$ cat src/rtl/csf_defs.svh
// Addresses, field positions, limits and counts of the CAN status and event flag block.
`ifndef CSF_DEFS_SVH
`define CSF_DEFS_SVH
`define CSF_ADDR_W        8
`define CSF_ADDR_STATUS   8'h02
`define CSF_ADDR_EVENTS   8'h03
`define CSF_RSVD_ONES     3'h7
`define CSF_BIT_BUS_OFF   7
`define CSF_BIT_ERR_WARN  6
`define CSF_BIT_TX_ACT    5
`define CSF_BIT_RX_ACT    4
`define CSF_BIT_TX_DONE   3
`define CSF_BIT_TX_FREE   2
`define CSF_BIT_OVERRUN   1
`define CSF_BIT_RX_PEND   0
`define CSF_EV_WAKE       4
`define CSF_EV_OVERRUN    3
`define CSF_EV_ERROR      2
`define CSF_EV_TX         1
`define CSF_EV_RX         0
`define CSF_CNT_W         9
`define CSF_WARN_LIMIT    9'h060
`define CSF_TEC_MAX       9'h0FF
`define CSF_REC_PASSIVE   9'h07F
`define CSF_REC_REENTER   9'h077
`define CSF_STEP_SMALL    9'h001
`define CSF_STEP_LARGE    9'h008
`define CSF_BUS_FREE_NUM  8'h80
`define CSF_BUS_FREE_W    8
`endif

$ cat src/rtl/csf_pkg.sv
// Types shared by the CAN status and event flag block and its neighbours.
package csf_pkg;
    // Levels and one-cycle events from the protocol engine.
    typedef struct packed {
        logic tx_active;
        logic rx_active;
        logic tx_success;
        logic tx_error;
        logic rx_error;
        logic rx_error_severe;
        logic rx_success;
        logic rx_no_room;
        logic rx_eof_valid;
        logic bus_free;
        logic quantum_tick;
    } csf_engine_t;
    // One-cycle commands decoded by the command register logic.
    typedef struct packed {
        logic tx_request;
        logic tx_abort;
        logic release_rx;
        logic clear_overrun;
        logic sleep_request;
    } csf_cmd_t;
    // Interrupt enables held by the control register logic.
    typedef struct packed {
        logic overrun;
        logic error;
        logic tx;
        logic rx;
    } csf_enable_t;
    // Bus presence state, one-hot.
    typedef enum logic [2:0] {
        CSF_BUS_ON  = 3'h1,
        CSF_BUS_OFF = 3'h2,
        CSF_RECOVER = 3'h4
    } csf_bus_state_t;
endpackage : csf_pkg

$ cat src/rtl/csf_status_flags.sv
// Status register, event flag register and interrupt pin of the CAN controller.
//
// Function
// - Bus-off flag high off bus, low on.
// - Warning flag when any counter reaches 96.
// - Transmit-active flag follows frame sending.
// - Receive-active flag follows frame reception.
// - Both activity flags low means bus idle.
// - Done flag cleared on request, set on success.
// - Buffer-free flag low while frame waits/sends.
// - Transmit buffer writes dropped while buffer locked.
// - Overrun flag sticks until clear-overrun command.
// - Overrun reported only if frame valid late.
// - Pending flag cleared on release, reloaded next quantum.
// - Transmit counter over 255 forces bus-off, reset request.
// - After 128 bus-free events, recover and interrupt.
// - Error counters follow CAN 2.0B rules.
// - Pin low while flags set; read clears all.
// - Wake flag set on leaving sleep.
// - Overrun event flag on overrun rise, enabled.
// - Error event flag on warning/bus-off change.
// - Transmit event flag on buffer-free rise, enabled.
// - Receive event flag on pending-flag rise, enabled.
// - Writes to status register ignored.
// - Event register bits 7..5 read one.
// - Wake flag on refused sleep request.
`timescale 1ns/10ps
`include "csf_defs.svh"

module csf_status_flags
    import csf_pkg::*;
(
    // Clock and reset.
    input  wire logic                   clk,
    input  wire logic                   rst,
    // Register port.
    input  wire logic [`CSF_ADDR_W-1:0] reg_addr,
    input  wire logic [7:0]             reg_wdata,
    input  wire logic                   reg_wr,
    input  wire logic                   reg_rd,
    output logic [7:0]                  reg_rdata,
    // Protocol engine, commands and control.
    input  wire csf_engine_t            engine,
    input  wire csf_cmd_t               cmd,
    input  wire csf_enable_t            irq_enable,
    input  wire logic                   reset_request,
    input  wire logic                   sleep_mode,
    input  wire logic                   rx_frames_waiting,
    // Transmit buffer write gate.
    input  wire logic                   txbuf_wr,
    output logic                        txbuf_wr_accept,
    // Outputs toward control logic.
    output logic                        set_reset_request,
    output logic                        bus_idle,
    // Open-drain interrupt pin, active low.
    input  wire logic                   irq_pin_in,
    output logic                        irq_out_n,
    output logic                        irq_oe
);

    // Status flags.
    logic                  bus_off_flag;
    logic                  error_warn_flag;
    logic                  transmit_active_flag;
    logic                  receive_active_flag;
    logic                  tx_done_flag;
    logic                  tx_buffer_free_flag;
    logic                  overrun_flag;
    logic                  rx_pending_flag;
    // Event flags, five live bits.
    logic [4:0]            event_flags_reg;
    logic [4:0]            next_event_flags;
    // Error counters and bus state.
    logic [`CSF_CNT_W-1:0] tx_err_count;
    logic [`CSF_CNT_W-1:0] rx_err_count;
    csf_bus_state_t        bus_state;
    logic [`CSF_BUS_FREE_W-1:0] bus_free_seen;
    // Edge history and helpers.
    logic                  prev_warn;
    logic                  prev_bus_off;
    logic                  prev_tx_free;
    logic                  prev_overrun;
    logic                  prev_rx_pending;
    logic                  prev_sleep;
    logic                  drop_armed;
    logic                  rx_holdoff;
    logic                  tx_pending;
    logic [2:0]            pin_sync;
    logic                  pin_low;
    logic                  events_read;
    logic                  enter_bus_off;
    logic                  leave_bus_off;
    logic [7:0]            status_byte;

    // Saturating add keeps the nine-bit counters from wrapping.
    function automatic logic [`CSF_CNT_W-1:0] sat_add(input logic [`CSF_CNT_W-1:0] a,
                                                      input logic [`CSF_CNT_W-1:0] b);
        logic [`CSF_CNT_W:0] s;
        s = {1'b0, a} + {1'b0, b};
        sat_add = s[`CSF_CNT_W] ? {`CSF_CNT_W{1'b1}} : s[`CSF_CNT_W-1:0];
    endfunction : sat_add

    // Decrement that stops at zero.
    function automatic logic [`CSF_CNT_W-1:0] dec_floor(input logic [`CSF_CNT_W-1:0] a);
        dec_floor = (a == '0) ? a : a - `CSF_STEP_SMALL;
    endfunction : dec_floor

    assign events_read   = reg_rd && (reg_addr == `CSF_ADDR_EVENTS);
    assign enter_bus_off = (bus_state == CSF_BUS_ON) && (tx_err_count > `CSF_TEC_MAX);
    assign leave_bus_off = (bus_state == CSF_RECOVER) && engine.bus_free
                           && (bus_free_seen == `CSF_BUS_FREE_NUM - 8'h01);

    // The interrupt pin is asynchronous to us; the last two stages must agree.
    always_ff @(posedge clk) begin
        if (rst) begin
            pin_sync <= 3'h7;
            pin_low  <= 1'b0;
        end else begin
            pin_sync <= {pin_sync[1:0], irq_pin_in};
            if (pin_sync[1] == pin_sync[2]) begin
                pin_low <= ~pin_sync[2];
            end
        end
    end

    // Bus presence: bus-off holds until reset request drops, then 128 bus-free events.
    always_ff @(posedge clk) begin
        if (rst) begin
            bus_state     <= CSF_BUS_ON;
            bus_free_seen <= '0;
        end else begin
            case (bus_state)
                CSF_BUS_ON: begin
                    bus_free_seen <= '0;
                    if (enter_bus_off) begin
                        bus_state <= CSF_BUS_OFF;
                    end
                end
                CSF_BUS_OFF: begin
                    bus_free_seen <= '0;
                    if (!reset_request) begin
                        bus_state <= CSF_RECOVER;
                    end
                end
                CSF_RECOVER: begin
                    if (leave_bus_off) begin
                        bus_state <= CSF_BUS_ON;
                    end else if (engine.bus_free) begin
                        bus_free_seen <= bus_free_seen + 8'h01;
                    end
                end
                default: begin
                    bus_state     <= CSF_BUS_ON;
                    bus_free_seen <= '0;
                end
            endcase
        end
    end

    // Ask the control logic to raise reset request when going bus-off.
    always_ff @(posedge clk) begin
        if (rst) begin
            set_reset_request <= 1'b0;
        end else begin
            set_reset_request <= enter_bus_off;
        end
    end

    // Transmit error counter; frozen while off the bus, cleared on recovery.
    always_ff @(posedge clk) begin
        if (rst || leave_bus_off) begin
            tx_err_count <= '0;
        end else if (bus_state == CSF_BUS_ON) begin
            if (engine.tx_error) begin
                tx_err_count <= sat_add(tx_err_count, `CSF_STEP_LARGE);
            end else if (engine.tx_success) begin
                tx_err_count <= dec_floor(tx_err_count);
            end
        end
    end

    // Receive error counter; a success above passive level drops back to 119.
    always_ff @(posedge clk) begin
        if (rst || leave_bus_off) begin
            rx_err_count <= '0;
        end else if (bus_state == CSF_BUS_ON) begin
            if (engine.rx_error_severe) begin
                rx_err_count <= sat_add(rx_err_count, `CSF_STEP_LARGE);
            end else if (engine.rx_error) begin
                rx_err_count <= sat_add(rx_err_count, `CSF_STEP_SMALL);
            end else if (engine.rx_success) begin
                if (rx_err_count > `CSF_REC_PASSIVE) begin
                    rx_err_count <= `CSF_REC_REENTER;
                end else begin
                    rx_err_count <= dec_floor(rx_err_count);
                end
            end
        end
    end

    // Bus and error status flags follow the bus state and counters.
    always_ff @(posedge clk) begin
        if (rst) begin
            bus_off_flag    <= 1'b0;
            error_warn_flag <= 1'b0;
        end else begin
            bus_off_flag    <= (bus_state != CSF_BUS_ON) || enter_bus_off;
            if (leave_bus_off) begin
                error_warn_flag <= 1'b0;
            end else begin
                error_warn_flag <= (tx_err_count >= `CSF_WARN_LIMIT)
                                   || (rx_err_count >= `CSF_WARN_LIMIT);
            end
        end
    end

    // Activity flags mirror the engine; both low reports an idle bus.
    always_ff @(posedge clk) begin
        if (rst) begin
            transmit_active_flag <= 1'b0;
            receive_active_flag  <= 1'b0;
            bus_idle             <= 1'b1;
        end else begin
            transmit_active_flag <= engine.tx_active;
            receive_active_flag  <= engine.rx_active;
            bus_idle             <= !engine.tx_active && !engine.rx_active;
        end
    end

    // Transmit request bookkeeping; an abort only cancels a frame not yet on the bus.
    always_ff @(posedge clk) begin
        if (rst) begin
            tx_pending   <= 1'b0;
            tx_done_flag <= 1'b1;
        end else begin
            if (engine.tx_success) begin
                tx_done_flag <= 1'b1;
            end else if (cmd.tx_request) begin
                tx_done_flag <= 1'b0;
            end
            if (cmd.tx_request) begin
                tx_pending <= 1'b1;
            end else if (engine.tx_success || (cmd.tx_abort && !engine.tx_active)) begin
                tx_pending <= 1'b0;
            end
        end
    end

    // Buffer-free flag is registered so writes in its low phase are dropped quietly.
    always_ff @(posedge clk) begin
        if (rst) begin
            tx_buffer_free_flag <= 1'b1;
            txbuf_wr_accept     <= 1'b0;
        end else begin
            tx_buffer_free_flag <= !tx_pending && !cmd.tx_request;
            txbuf_wr_accept     <= txbuf_wr && tx_buffer_free_flag;
        end
    end

    // Overrun: a dropped frame counts only if it stays valid to the next-to-last EOF bit.
    always_ff @(posedge clk) begin
        if (rst) begin
            drop_armed   <= 1'b0;
            overrun_flag <= 1'b0;
        end else begin
            if (engine.rx_no_room) begin
                drop_armed <= 1'b1;
            end else if (engine.rx_error || engine.rx_eof_valid) begin
                drop_armed <= 1'b0;
            end
            if (drop_armed && engine.rx_eof_valid && !engine.rx_error) begin
                overrun_flag <= 1'b1;
            end else if (cmd.clear_overrun) begin
                overrun_flag <= 1'b0;
            end
        end
    end

    // A release hides the next frame until the following quantum tick.
    always_ff @(posedge clk) begin
        if (rst) begin
            rx_holdoff      <= 1'b0;
            rx_pending_flag <= 1'b0;
        end else begin
            if (cmd.release_rx) begin
                rx_holdoff <= 1'b1;
            end else if (engine.quantum_tick) begin
                rx_holdoff <= 1'b0;
            end
            if (cmd.release_rx) begin
                rx_pending_flag <= 1'b0;
            end else if (!rx_holdoff || engine.quantum_tick) begin
                rx_pending_flag <= rx_frames_waiting;
            end
        end
    end

    // Previous values feed the edge-sensitive event sources.
    always_ff @(posedge clk) begin
        if (rst) begin
            prev_warn       <= 1'b0;
            prev_bus_off    <= 1'b0;
            prev_tx_free    <= 1'b1;
            prev_overrun    <= 1'b0;
            prev_rx_pending <= 1'b0;
            prev_sleep      <= 1'b0;
        end else begin
            prev_warn       <= error_warn_flag;
            prev_bus_off    <= bus_off_flag;
            prev_tx_free    <= tx_buffer_free_flag;
            prev_overrun    <= overrun_flag;
            prev_rx_pending <= rx_pending_flag;
            prev_sleep      <= sleep_mode;
        end
    end

    // Event sources are ORed in after the read clear, so an event in the read cycle survives.
    always_comb begin
        next_event_flags = events_read ? 5'h00 : event_flags_reg;
        if ((prev_sleep && !sleep_mode)
            || (cmd.sleep_request && (engine.tx_active || engine.rx_active
                                      || (event_flags_reg != 5'h00) || pin_low))) begin
            next_event_flags[`CSF_EV_WAKE] = 1'b1;
        end
        if (irq_enable.overrun && overrun_flag && !prev_overrun) begin
            next_event_flags[`CSF_EV_OVERRUN] = 1'b1;
        end
        if (irq_enable.error && ((error_warn_flag != prev_warn) || (bus_off_flag != prev_bus_off))) begin
            next_event_flags[`CSF_EV_ERROR] = 1'b1;
        end
        if (irq_enable.tx && tx_buffer_free_flag && !prev_tx_free) begin
            next_event_flags[`CSF_EV_TX] = 1'b1;
        end
        if (irq_enable.rx && rx_pending_flag && !prev_rx_pending) begin
            next_event_flags[`CSF_EV_RX] = 1'b1;
        end
    end

    // Event register and the open-drain pin that it pulls low.
    always_ff @(posedge clk) begin
        if (rst) begin
            event_flags_reg <= 5'h00;
            irq_oe          <= 1'b0;
            irq_out_n       <= 1'b0;
        end else begin
            event_flags_reg <= next_event_flags;
            irq_oe          <= (next_event_flags != 5'h00);
            irq_out_n       <= 1'b0;
        end
    end

    // Status byte, assembled from the flags only; writes never reach it.
    always_comb begin
        status_byte                     = 8'h00;
        status_byte[`CSF_BIT_BUS_OFF]   = bus_off_flag;
        status_byte[`CSF_BIT_ERR_WARN]  = error_warn_flag;
        status_byte[`CSF_BIT_TX_ACT]    = transmit_active_flag;
        status_byte[`CSF_BIT_RX_ACT]    = receive_active_flag;
        status_byte[`CSF_BIT_TX_DONE]   = tx_done_flag;
        status_byte[`CSF_BIT_TX_FREE]   = tx_buffer_free_flag;
        status_byte[`CSF_BIT_OVERRUN]   = overrun_flag;
        status_byte[`CSF_BIT_RX_PEND]   = rx_pending_flag;
    end

    // Read data stands one cycle after the strobe; unmapped and idle cycles give zero.
    always_ff @(posedge clk) begin
        if (rst) begin
            reg_rdata <= 8'h00;
        end else if (reg_rd && reg_addr == `CSF_ADDR_STATUS) begin
            reg_rdata <= status_byte;
        end else if (events_read) begin
            reg_rdata <= {`CSF_RSVD_ONES, event_flags_reg};
        end else begin
            reg_rdata <= 8'h00;
        end
    end

endmodule : csf_status_flags

$ cat config.mk
export PLATFORM = sky130hd
export DESIGN_NAME = csf_status_flags
export DESIGN_NICKNAME = d
export VERILOG_FILES = /design/src/rtl/csf_pkg.sv /design/src/rtl/csf_status_flags.sv
export VERILOG_INCLUDE_DIRS = /design/src /design/src/rtl
export SDC_FILE = /design/constraint.sdc
export NUM_CORES = 1
export LEC_CHECK = 0
export BUFFER_PORTS_ARGS = -buffer_cell sky130_fd_sc_hd__buf_2
export CORE_MARGIN = 4
export CORE_UTILIZATION = 51
export DETAILED_ROUTE_END_ITERATION = 10
export GPL_ROUTABILITY_DRIVEN = 0
export PLACE_DENSITY = 0.76
export SYNTH_ARGS = -nofsm -noshare
export SYNTH_HDL_FRONTEND = slang
export SYNTH_SLANG_ARGS = --single-unit
$ cat constraint.sdc
create_clock -name clk -period 1.9 [get_ports clk]
set_input_delay 0.19 -clock clk [delete_from_list [all_inputs] [get_ports clk]]
set_output_delay 0.19 -clock clk [all_outputs]
set_load 0.005 [all_outputs]
==> results.py, run 1 <==
metrics = {
    "status": {
        "status": "finished clean",
    },
    "yosys": {
        "synth_fa_ha_area_frac": 0.0472,
        "synth_seq_area_share": 0.389,
        "synth-compound-area-share": 0.242,
        "synth_common_cells": "67 x dfxtp_1, 34 x a21oi_1, 34 x nor2_1",
        "synth-xor-area-share": 0.0279,
        "yosysWarningCount": 0,
        "synth-seq-cells": 67,
        "yosysMostFrequentCell": "dfxtp_1",
        "synth_largest_area_cell": "dfxtp_1",
        "syn_inst": 410,
        "synth.area.top_cells": "dfxtp_1 39%, a21oi_1 4.9%, ha_1 4.7%",
        "synth_edf_count": 0,
        "ys_types": 63,
        "yosys.area_share.simple": 0.218,
        "synth_area_per_cell_um2": 8.41,
        "syn-num-nets": 468,
        "synth_ff_type": "dfxtp_1",
        "ys_async_sr_fraction": 0,
        "synthMuxAreaShare": 0.0116,
        "netlist_area_um2": 3450,
        "synth_top_area_share": 0.389,
        "synth_top_family_by_area": "compound AO/OA/AOI/OAI gates",
    },
    "finish": {
        "nets": 550,
        "top_regs": "rx_err_count: 9 flops, tx_err_count: 9 flops",
        "diodes": 0,
        "fin_area_um2": 4300,
        "area_growth_pct": 24.7,
        "layout-drive-gt1-share": 0.284,
    },
    "detailed_routing": {
        "dr.pass1.iters": 5,
        "vias_per_cell": 5.90,
        "post_drt_wl_per_cell_um": 15.5,
        "antenna_left": 0,
        "vias": 3389,
        "finalWirelength_um": 8890,
        "first_iter_violations": 190,
        "route.detailed.drc": 0,
    },
    "power_and_ir_drop": {
        "intPower_w": 0.00351,
        "p_leak_nw": 1.85,
        "p_clk_frac": 0.214,
        "p_seq_frac": 0.333,
        "p_total_w": 0.00571,
        "p_sw_w": 0.00220,
        "power_frac_comb": 0.453,
        "p_sw_frac": 0.386,
        "power_density_nw_per_um2": 1330,
        "ir_worst_vdd_v": 0.00103,
    },
    "timing": {
        "finClkSkew_ns": 0.0110,
        "slew_violations": 0,
        "fin_crit_sh": 0.990,
        "holdWs_ns": 0.0175,
        "fmax_mhz": 531,
        "setup_ws_ns": 0.0181,
        "report.final.setup_viol": 0,
        "hold_violations": 0,
        "min_period_ns": 1.88,
    },
    "floorplan": {
        "core_area_um2": 6460,
        "num_rows": 29,
        "start_util": 0.534,
        "boundaryPins": 58,
        "die_y_um": 90.2,
        "fp.dieArea_um2": 8140,
        "die_width_um": 90.2,
    },
    "worst_setup_path": {
        "crit_fanout": 10,
        "cp.required_ns": 2.14,
        "crit_chain": "buf_6, nor4_4, a31oi_1, o31a_1, and2_1, o221a_2",
        "worst_path_largest_cell_delay_ns": 0.42,
        "start_kind": "flop",
        "worstSetupPathType": "flop to flop",
        "end_kind": "flop",
        "worstPathArrival_ns": 2.12,
        "critPathTopFamily": "compound AO/OA/AOI/OAI gates",
        "critPathBufInv": 1,
        "slowest_stage": "o31a_1",
    },
    "clock_network": {
        "clk_pin_slew_ns": 0.08,
        "cts-htree-levels": 3,
        "cts_buffer_depth": 2,
        "tritoncts": "built",
        "clk_latency_ns": 0.34,
        "clock_sinks": 67,
        "numCtsBuffers": 9,
        "root_buffer": "clkbuf_8",
        "ctsHoldBuffers": 0,
    },
    "grt": {
        "grt_pass1_wl_um": 14600,
        "antenna_found_initial": 0,
        "grt-ovfl-total": 0,
        "grt_pass1_vias": 3181,
        "grt_max_degree": 19,
        "grt_usage": 0.217,
    },
    "place": {
        "port_buffers": 47,
        "dp_slack_ns": -0.0939,
        "place_area_um2": 4010,
        "dp_hpwl_um": 6380,
    },
    "flow_run": {
        "max_cap_viol_count": 0,
    },
    "worst_hold_path": {
        "hold_path.class": "primary input to flop",
    },
}
placed cells by master, fill, tap and decap left out, types with 3 or more instances in the layout:
master	instances
nor4b_1	3
or3_1	4
a21o_1	5
a211oi_1	9
and3b_1	3
dfxtp_2	7
a31oi_1	10
inv_6	4
nor2_1	34
nor3_1	17
nor3b_1	5
dfxtp_1	60
inv_1	27
o21ai_0	20
a311oi_1	7
buf_2	47
nand3_1	14
buf_4	47
and3_1	3
nand2b_1	5
clkbuf_8	9
mux2i_1	4
nand2_1	21
xor2_1	3
nand4_1	5
nor2b_1	7
a22o_1	4
xnor2_1	8
a21oi_1	32
o211ai_1	4
or2_2	4
ha_1	13
path summary, 6_finish.rpt:
check	start	to	slack, ns	cells after the start
max	rx_err_count[5]$_SDFFE_PP0P_	rx_err_count[1]$_SDFFE_PP0P_	0.02	6
min	cmd[2]	rx_pending_flag$_SDFFE_PP0P_	0.02	2
max reg2reg	rx_err_count[5]$_SDFFE_PP0P_	rx_err_count[1]$_SDFFE_PP0P_	0.02	6
min reg2reg	pin_sync[0]$_SDFF_PP1_	pin_sync[1]$_SDFF_PP1_	0.42	1
layer usage:
layer	global-route usage	vias to the layer above	routed length [um]
met5	0	-	0
met4	0.0727	0	168
met3	0.0684	23	642
met2	0.374	141	4520
met1	0.256	1577	3560
li1	-	1648	-
through the flow:
stage               utilization  setup TNS (ns)  instances
floorplan                     -               0        410
global placement          0.620               0        555
detailed placement        0.620          -0.177        555
CTS                       0.655               0        573
global route              0.666         -0.0916        574
finish                    0.666               0        574
kinds of logic (layout without fill, tap and decap cells):
logic type	count (synthesis)	in the layout
DFF	67	67
AOI/OAI and AO/OA	121	121
xor gates and xnor gates	11	11
other	1	1
muxes	4	4
adders and majority gates	13	13
buffers and inverters	52	139
and+or+nand+nor	141	141
repair_timing:
item	CTS	global route
setup endpoints to repair	4	19
buffers inserted	2	1
pin swaps	0	5
gates resized for setup	1	19
layout make-up:
class	count	area, um2
Fill cell	534	2160
Clock buffer	9	124
Sequential cell	67	1350
Clock inverter	7	81.3
Timing Repair Buffer	96	611
Multi-Input combinational cell	291	1940
Inverter	27	101
Tap cell	77	96.3
power groups by stage:
stage	clock (W)	sequential (W)	combinational (W)
after floorplan	0	0.00181	0.00157
after global placement	0	0.00189	0.00224
after detailed placement	0	0.00190	0.00233
after CTS	0.00126	0.00187	0.00242
after global routing	0.00131	0.00194	0.00283
final	0.00122	0.00190	0.00259
(Power assumes the default switching activity.)
==> run 2: changes to the inputs <==
--- a/config.mk
+++ b/config.mk
@@ -11,7 +11,9 @@
 export CORE_UTILIZATION = 51
 export DETAILED_ROUTE_END_ITERATION = 10
 export GPL_ROUTABILITY_DRIVEN = 0
+export MAX_ROUTING_LAYER = met4
 export PLACE_DENSITY = 0.76
 export SYNTH_ARGS = -nofsm -noshare
 export SYNTH_HDL_FRONTEND = slang
 export SYNTH_SLANG_ARGS = --single-unit
+export TNS_END_PERCENT = 100
==> run 2 against run 1 <==
Sequential power about the same. Count of clock-buffer cells in the layout unchanged. Non-clock buffer count did not move. First-iteration DRC count is 7.4% lower. Sequential share of layout area unchanged. Fmax down 0.21%. Register-to-register slack about the same. Cell count did not move. Total power about the same. Core utilization is the same. Setup slack worse by 0.0040 ns. Critical path type unchanged. Flip-flop and latch count is the same.
==> results.py, run 2 (synthesis results as in run 1) <==
metrics = {
    "floorplan": {
        "start_util": 0.534,
        "boundaryPins": 58,
        "die_width_um": 90.2,
        "num_rows": 29,
        "fp.dieArea_um2": 8140,
        "core_area_um2": 6460,
        "die_y_um": 90.2,
    },
    "place": {
        "dp_hpwl_um": 6380,
        "place_area_um2": 4010,
        "port_buffers": 47,
    },
    "grt": {
        "grt-ovfl-total": 0,
        "antenna_found_initial": 0,
        "grt_pass1_wl_um": 14700,
        "grt_usage": 0.225,
        "grt_pass1_vias": 3174,
        "grt_max_degree": 19,
    },
    "finish": {
        "top_regs": "rx_err_count: 9 flops, tx_err_count: 9 flops",
        "layout_common_cells": "60 x dfxtp_1, 47 x buf_2, 47 x buf_4, 34 x nor2_1, 32 x a21oi_1",
        "final_common_cell": "dfxtp_1",
        "diodes": 0,
        "fin_util": 0.666,
        "layout-drive-gt1-share": 0.284,
        "nets": 550,
        "n_fill_cell": 534,
        "fin_area_um2": 4300,
        "area_growth_pct": 24.7,
    },
    "worst_setup_path": {
        "worstSetupPathType": "flop to flop",
        "crit_fanout": 10,
        "cp.required_ns": 2.14,
        "start_kind": "flop",
        "end_kind": "flop",
        "worstPathArrival_ns": 2.12,
    },
    "clock_network": {
        "cts_buffer_depth": 2,
        "clk_pin_slew_ns": 0.08,
        "numCtsBuffers": 9,
        "clock_sinks": 67,
        "cts-htree-levels": 3,
        "tritoncts": "built",
        "clk_latency_ns": 0.34,
        "root_buffer": "clkbuf_8",
    },
    "power_and_ir_drop": {
        "intPower_w": 0.00351,
        "ir_worst_vdd_v": 0.00103,
        "power_density_nw_per_um2": 1330,
        "p_leak_nw": 1.85,
        "p_sw_frac": 0.386,
        "p_sw_w": 0.00221,
        "p_seq_frac": 0.333,
        "p_clk_frac": 0.214,
        "power_frac_comb": 0.454,
    },
    "timing": {
        "fmax_mhz": 530,
        "finClkSkew_ns": 0.0114,
        "setup_tns_ns": 0,
        "report.final.setup_viol": 0,
        "hold_violations": 0,
        "fin_crit_sh": 0.993,
        "min_period_ns": 1.89,
        "slew_violations": 0,
    },
    "worst_hold_path": {
        "hold_path.class": "primary input to flop",
    },
    "detailed_routing": {
        "antenna_left": 0,
        "dr.pass1.iters": 5,
        "route.detailed.drc": 0,
        "post_drt_wl_per_cell_um": 15.5,
        "vias_per_cell": 5.89,
        "vias": 3380,
        "finalWirelength_um": 8900,
        "first_iter_violations": 176,
    },
    "flow_run": {
        "max_cap_viol_count": 0,
    },
    "status": {
        "status": "finished clean",
    },
}
-- run 2: layout make-up --
type                            count  area, um2  area share
Timing Repair Buffer               96        611       0.142
Multi-Input combinational cell    291       1940       0.451
Inverter                           27        101      0.0236
Tap cell                           77       96.3      0.0224
Clock buffer                        9        124      0.0288
Sequential cell                    67       1350       0.314
Clock inverter                      7       81.3      0.0189
-- run 2: per-stage QoR --
stage                     hold WS [ns]  instances  worst slack (ns)  total power, W
after global placement           0.373        555            0.0310         0.00414
after CTS                      0.00239        573            0.0363         0.00555
final                           0.0159        574            0.0141         0.00572
after floorplan                  0.269        410            0.0136         0.00338
after global routing          0.000987        574           -0.0417         0.00608
after detailed placement         0.376        555           -0.0939         0.00423
-- run 2: power by group through the flow --
stage               logic (W)  clock network, W  registers (W)
CTS                   0.00242           0.00126        0.00187
finish                0.00260           0.00122        0.00190
global route          0.00283           0.00131        0.00194
detailed placement    0.00233                 0        0.00190
global placement      0.00224                 0        0.00189
floorplan             0.00157                 0        0.00181
-- run 2: worst max-delay path: stages, from the launching register on --
cell and delay (ns):
dfxtp_2 0.35, buf_6 0.15, nor4_4 0.31, a31oi_1 0.14, o31a_1 0.42, and2_1 0.18, o221a_2 0.24
-- run 2: layer usage --
metal	up-vias	track usage	share of wire
met5	-	-	0
met2	145	0.374	0.50
li1	1648	-	-
met4	0	0.0689	0.022
met1	1560	0.258	0.40
met3	27	0.0735	0.072
-- run 2: final timing paths --
kind / start / endpoint / slack [ns] / cells after the start
setup / recovery: rx_err_count[5]$_SDFFE_PP0P_ / rx_err_count[1]$_SDFFE_PP0P_ / 0.01 / 6
hold / removal: cmd[2] / rx_pending_flag$_SDFFE_PP0P_ / 0.02 / 2
setup reg to reg: rx_err_count[5]$_SDFFE_PP0P_ / rx_err_count[1]$_SDFFE_PP0P_ / 0.01 / 6
hold reg to reg: pin_sync[0]$_SDFF_PP1_ / pin_sync[1]$_SDFF_PP1_ / 0.43 / 1
-- run 2: timing repair --
item	CTS	global route
hold buffers	0	0
endpoints found under the setup margin	4	19
gates cloned	0	0
resized for setup	1	19
setup buffers	2	1
pin swaps	0	5
==> run 3: changes to the inputs <==
--- a/config.mk
+++ b/config.mk
@@ -11,6 +11,8 @@
 export CORE_UTILIZATION = 51
 export DETAILED_ROUTE_END_ITERATION = 10
 export GPL_ROUTABILITY_DRIVEN = 0
+export GPL_TIMING_DRIVEN = 0
+export HOLD_SLACK_MARGIN = 0.02
 export MAX_ROUTING_LAYER = met4
 export PLACE_DENSITY = 0.76
 export SYNTH_ARGS = -nofsm -noshare
==> run 3 against run 2 <==
Hold slack gained 0.033 ns. Setup slack gained 0.0051 ns. Global-route usage shrank 1.1 points. Combinational power shrank 5%. Die area is the same. Fmax grew 0.27%. Largest cell class unchanged. Largest power group unchanged. Highest routed layer unchanged.
==> results.py, run 3 (synthesis results as in run 1) <==
metrics = {
    "status": {
        "status": "finished clean",
    },
    "worst_setup_path": {
        "rr_worst_depth": 6,
        "cp.required_ns": 2.13,
        "reg2reg_from": "bus_state[0]$_SDFFE_PP1P_",
        "r2r-end": "tx_err_count[6]$_SDFFE_PP0P_",
        "crit_fanout": 9,
        "r2r_slack_ns": 0.02,
        "start_kind": "flop",
        "worstSetupPathType": "flop to flop",
        "cp-startpoint": "bus_state[0]$_SDFFE_PP1P_",
        "end_kind": "flop",
        "crit_end": "tx_err_count[6]$_SDFFE_PP0P_",
        "worstPathArrival_ns": 2.11,
    },
    "grt": {
        "grt-ovfl-total": 0,
        "grt_max_degree": 14,
        "antenna_found_initial": 0,
        "grt_pass1_wl_um": 13900,
        "grt_pass1_vias": 2973,
        "grt_usage": 0.213,
    },
    "detailed_routing": {
        "route.detailed.drc": 0,
        "vias_per_cell": 5.92,
        "dr.pass1.iters": 5,
        "antenna_left": 0,
        "vias": 3303,
        "post_drt_wl_per_cell_um": 15.6,
        "first_iter_violations": 172,
        "finalWirelength_um": 8680,
    },
    "timing": {
        "min_period_ns": 1.88,
        "slew_violations": 0,
        "finClkSkew_ns": 0.0101,
        "fmax_mhz": 532,
        "tightest_slew_ns": 0.753,
        "relSlewSlack": 0.494,
        "holdWs_ns": 0.0484,
        "setup_ws_ns": 0.0192,
        "report.final.setup_viol": 0,
        "hold_violations": 0,
        "fin_crit_sh": 0.990,
        "rsz0062_at_grt": "true",
    },
    "clock_network": {
        "root_buffer": "clkbuf_8",
        "numCtsBuffers": 9,
        "cts_buffer_depth": 2,
        "tritoncts": "built",
        "cts-htree-levels": 3,
        "clock_sinks": 67,
        "clk_pin_slew_ns": 0.07,
        "clk_latency_ns": 0.35,
    },
    "place": {
        "dp_cells": 532,
        "port_buffers": 45,
        "dp_hpwl_um": 5910,
        "dp_slack_ns": -0.359,
    },
    "floorplan": {
        "boundaryPins": 58,
        "die_width_um": 90.2,
        "die_y_um": 90.2,
        "fp.dieArea_um2": 8140,
        "core_area_um2": 6460,
        "start_util": 0.534,
        "num_rows": 29,
    },
    "finish": {
        "nets": 534,
        "instances_no_fill": 558,
        "fin_util": 0.655,
        "final_common_cell": "dfxtp_1",
        "area_growth_pct": 22.7,
        "n_fill_cell": 517,
        "layout-drive-gt1-share": 0.264,
        "diodes": 0,
        "layout_common_cells": "61 x dfxtp_1, 49 x buf_2, 34 x nor2_1, 29 x a21oi_1, 27 x inv_1",
        "top_regs": "rx_err_count: 9 flops, tx_err_count: 9 flops",
    },
    "power_and_ir_drop": {
        "p_leak_nw": 1.73,
        "p_total_w": 0.00542,
        "power_density_nw_per_um2": 1280,
        "ir_worst_vdd_v": 0.000934,
    },
    "worst_hold_path": {
        "hold_path.class": "primary input to flop",
    },
    "flow_run": {
        "max_cap_viol_count": 0,
    },
}
-- run 3: what timing repair did --
| action | 4_1_cts | 5_1_grt |
|---|---|---|
| gates cloned | 0 | 0 |
| hold buffers | 1 | 0 |
| pin swaps | 7 | 5 |
| endpoints found under the setup margin | 20 | 25 |
| gates resized for setup | 23 | 29 |
| hold endpoints to repair | 1 | 0 |
| buffers inserted | 5 | 5 |
-- run 3: how the worst min path moves through the flow --
stage / from / slack [ns] / depth (start not counted) / end
after floorplan: cmd[2] / 0.27 / 1 / rx_pending_flag$_SDFFE_PP0P_
after global placement: cmd[2] / 0.38 / 2 / rx_pending_flag$_SDFFE_PP0P_
after detailed placement: cmd[2] / 0.38 / 2 / rx_pending_flag$_SDFFE_PP0P_
after CTS: irq_pin_in / 0.03 / 2 / pin_sync[0]$_SDFF_PP1_
after global routing: cmd[4] / 0.04 / 2 / tx_buffer_free_flag$_SDFF_PP1_
final: irq_pin_in / 0.05 / 2 / pin_sync[0]$_SDFF_PP1_
-- run 3: layer usage --
metal	vias up	track usage	routed length, um
met5	-	-	0
met4	0	0.0842	184
met3	19	0.0618	711
met2	152	0.332	4060
met1	1517	0.261	3730
li1	1615	-	-
-- run 3: worst max-delay path, stage by stage (launching register included) --
cell,delay (ns)
dfxtp_1,0.30
buf_2,0.18
or3b_2,0.56
a211oi_2,0.26
o21bai_2,0.22
and3b_1,0.20
nor3_1,0.04
-- run 3: report_power, final --
part | internal, W | switching [W]
combinational | 0.00107 | 0.00140
sequential | 0.00166 | 0.000233
clock | 0.000481 | 0.000580
-- run 3: per-stage QoR --
| stage | area (um2) | setup TNS, ns |
|---|---|---|
| 2_1_floorplan | 3450 | 0 |
| 3_3_place_gp | 3770 | -1.50 |
| 3_5_place_dp | 3770 | -1.86 |
| 4_1_cts | 4080 | -0.00175 |
| 5_1_grt | 4230 | -0.165 |
| 6_report | 4230 | 0 |
-- run 3: final cells by class --
class	count	area, um2	area share
tap	77	96.3	0.0228
buffer	24	131	0.0310
clock buffer	9	124	0.0293
multi-input combinational	291	2040	0.483
inverter	27	101	0.0240
sequential	67	1360	0.321
clock inverter	7	53.8	0.0127
timing repair buffer	56	327	0.0772
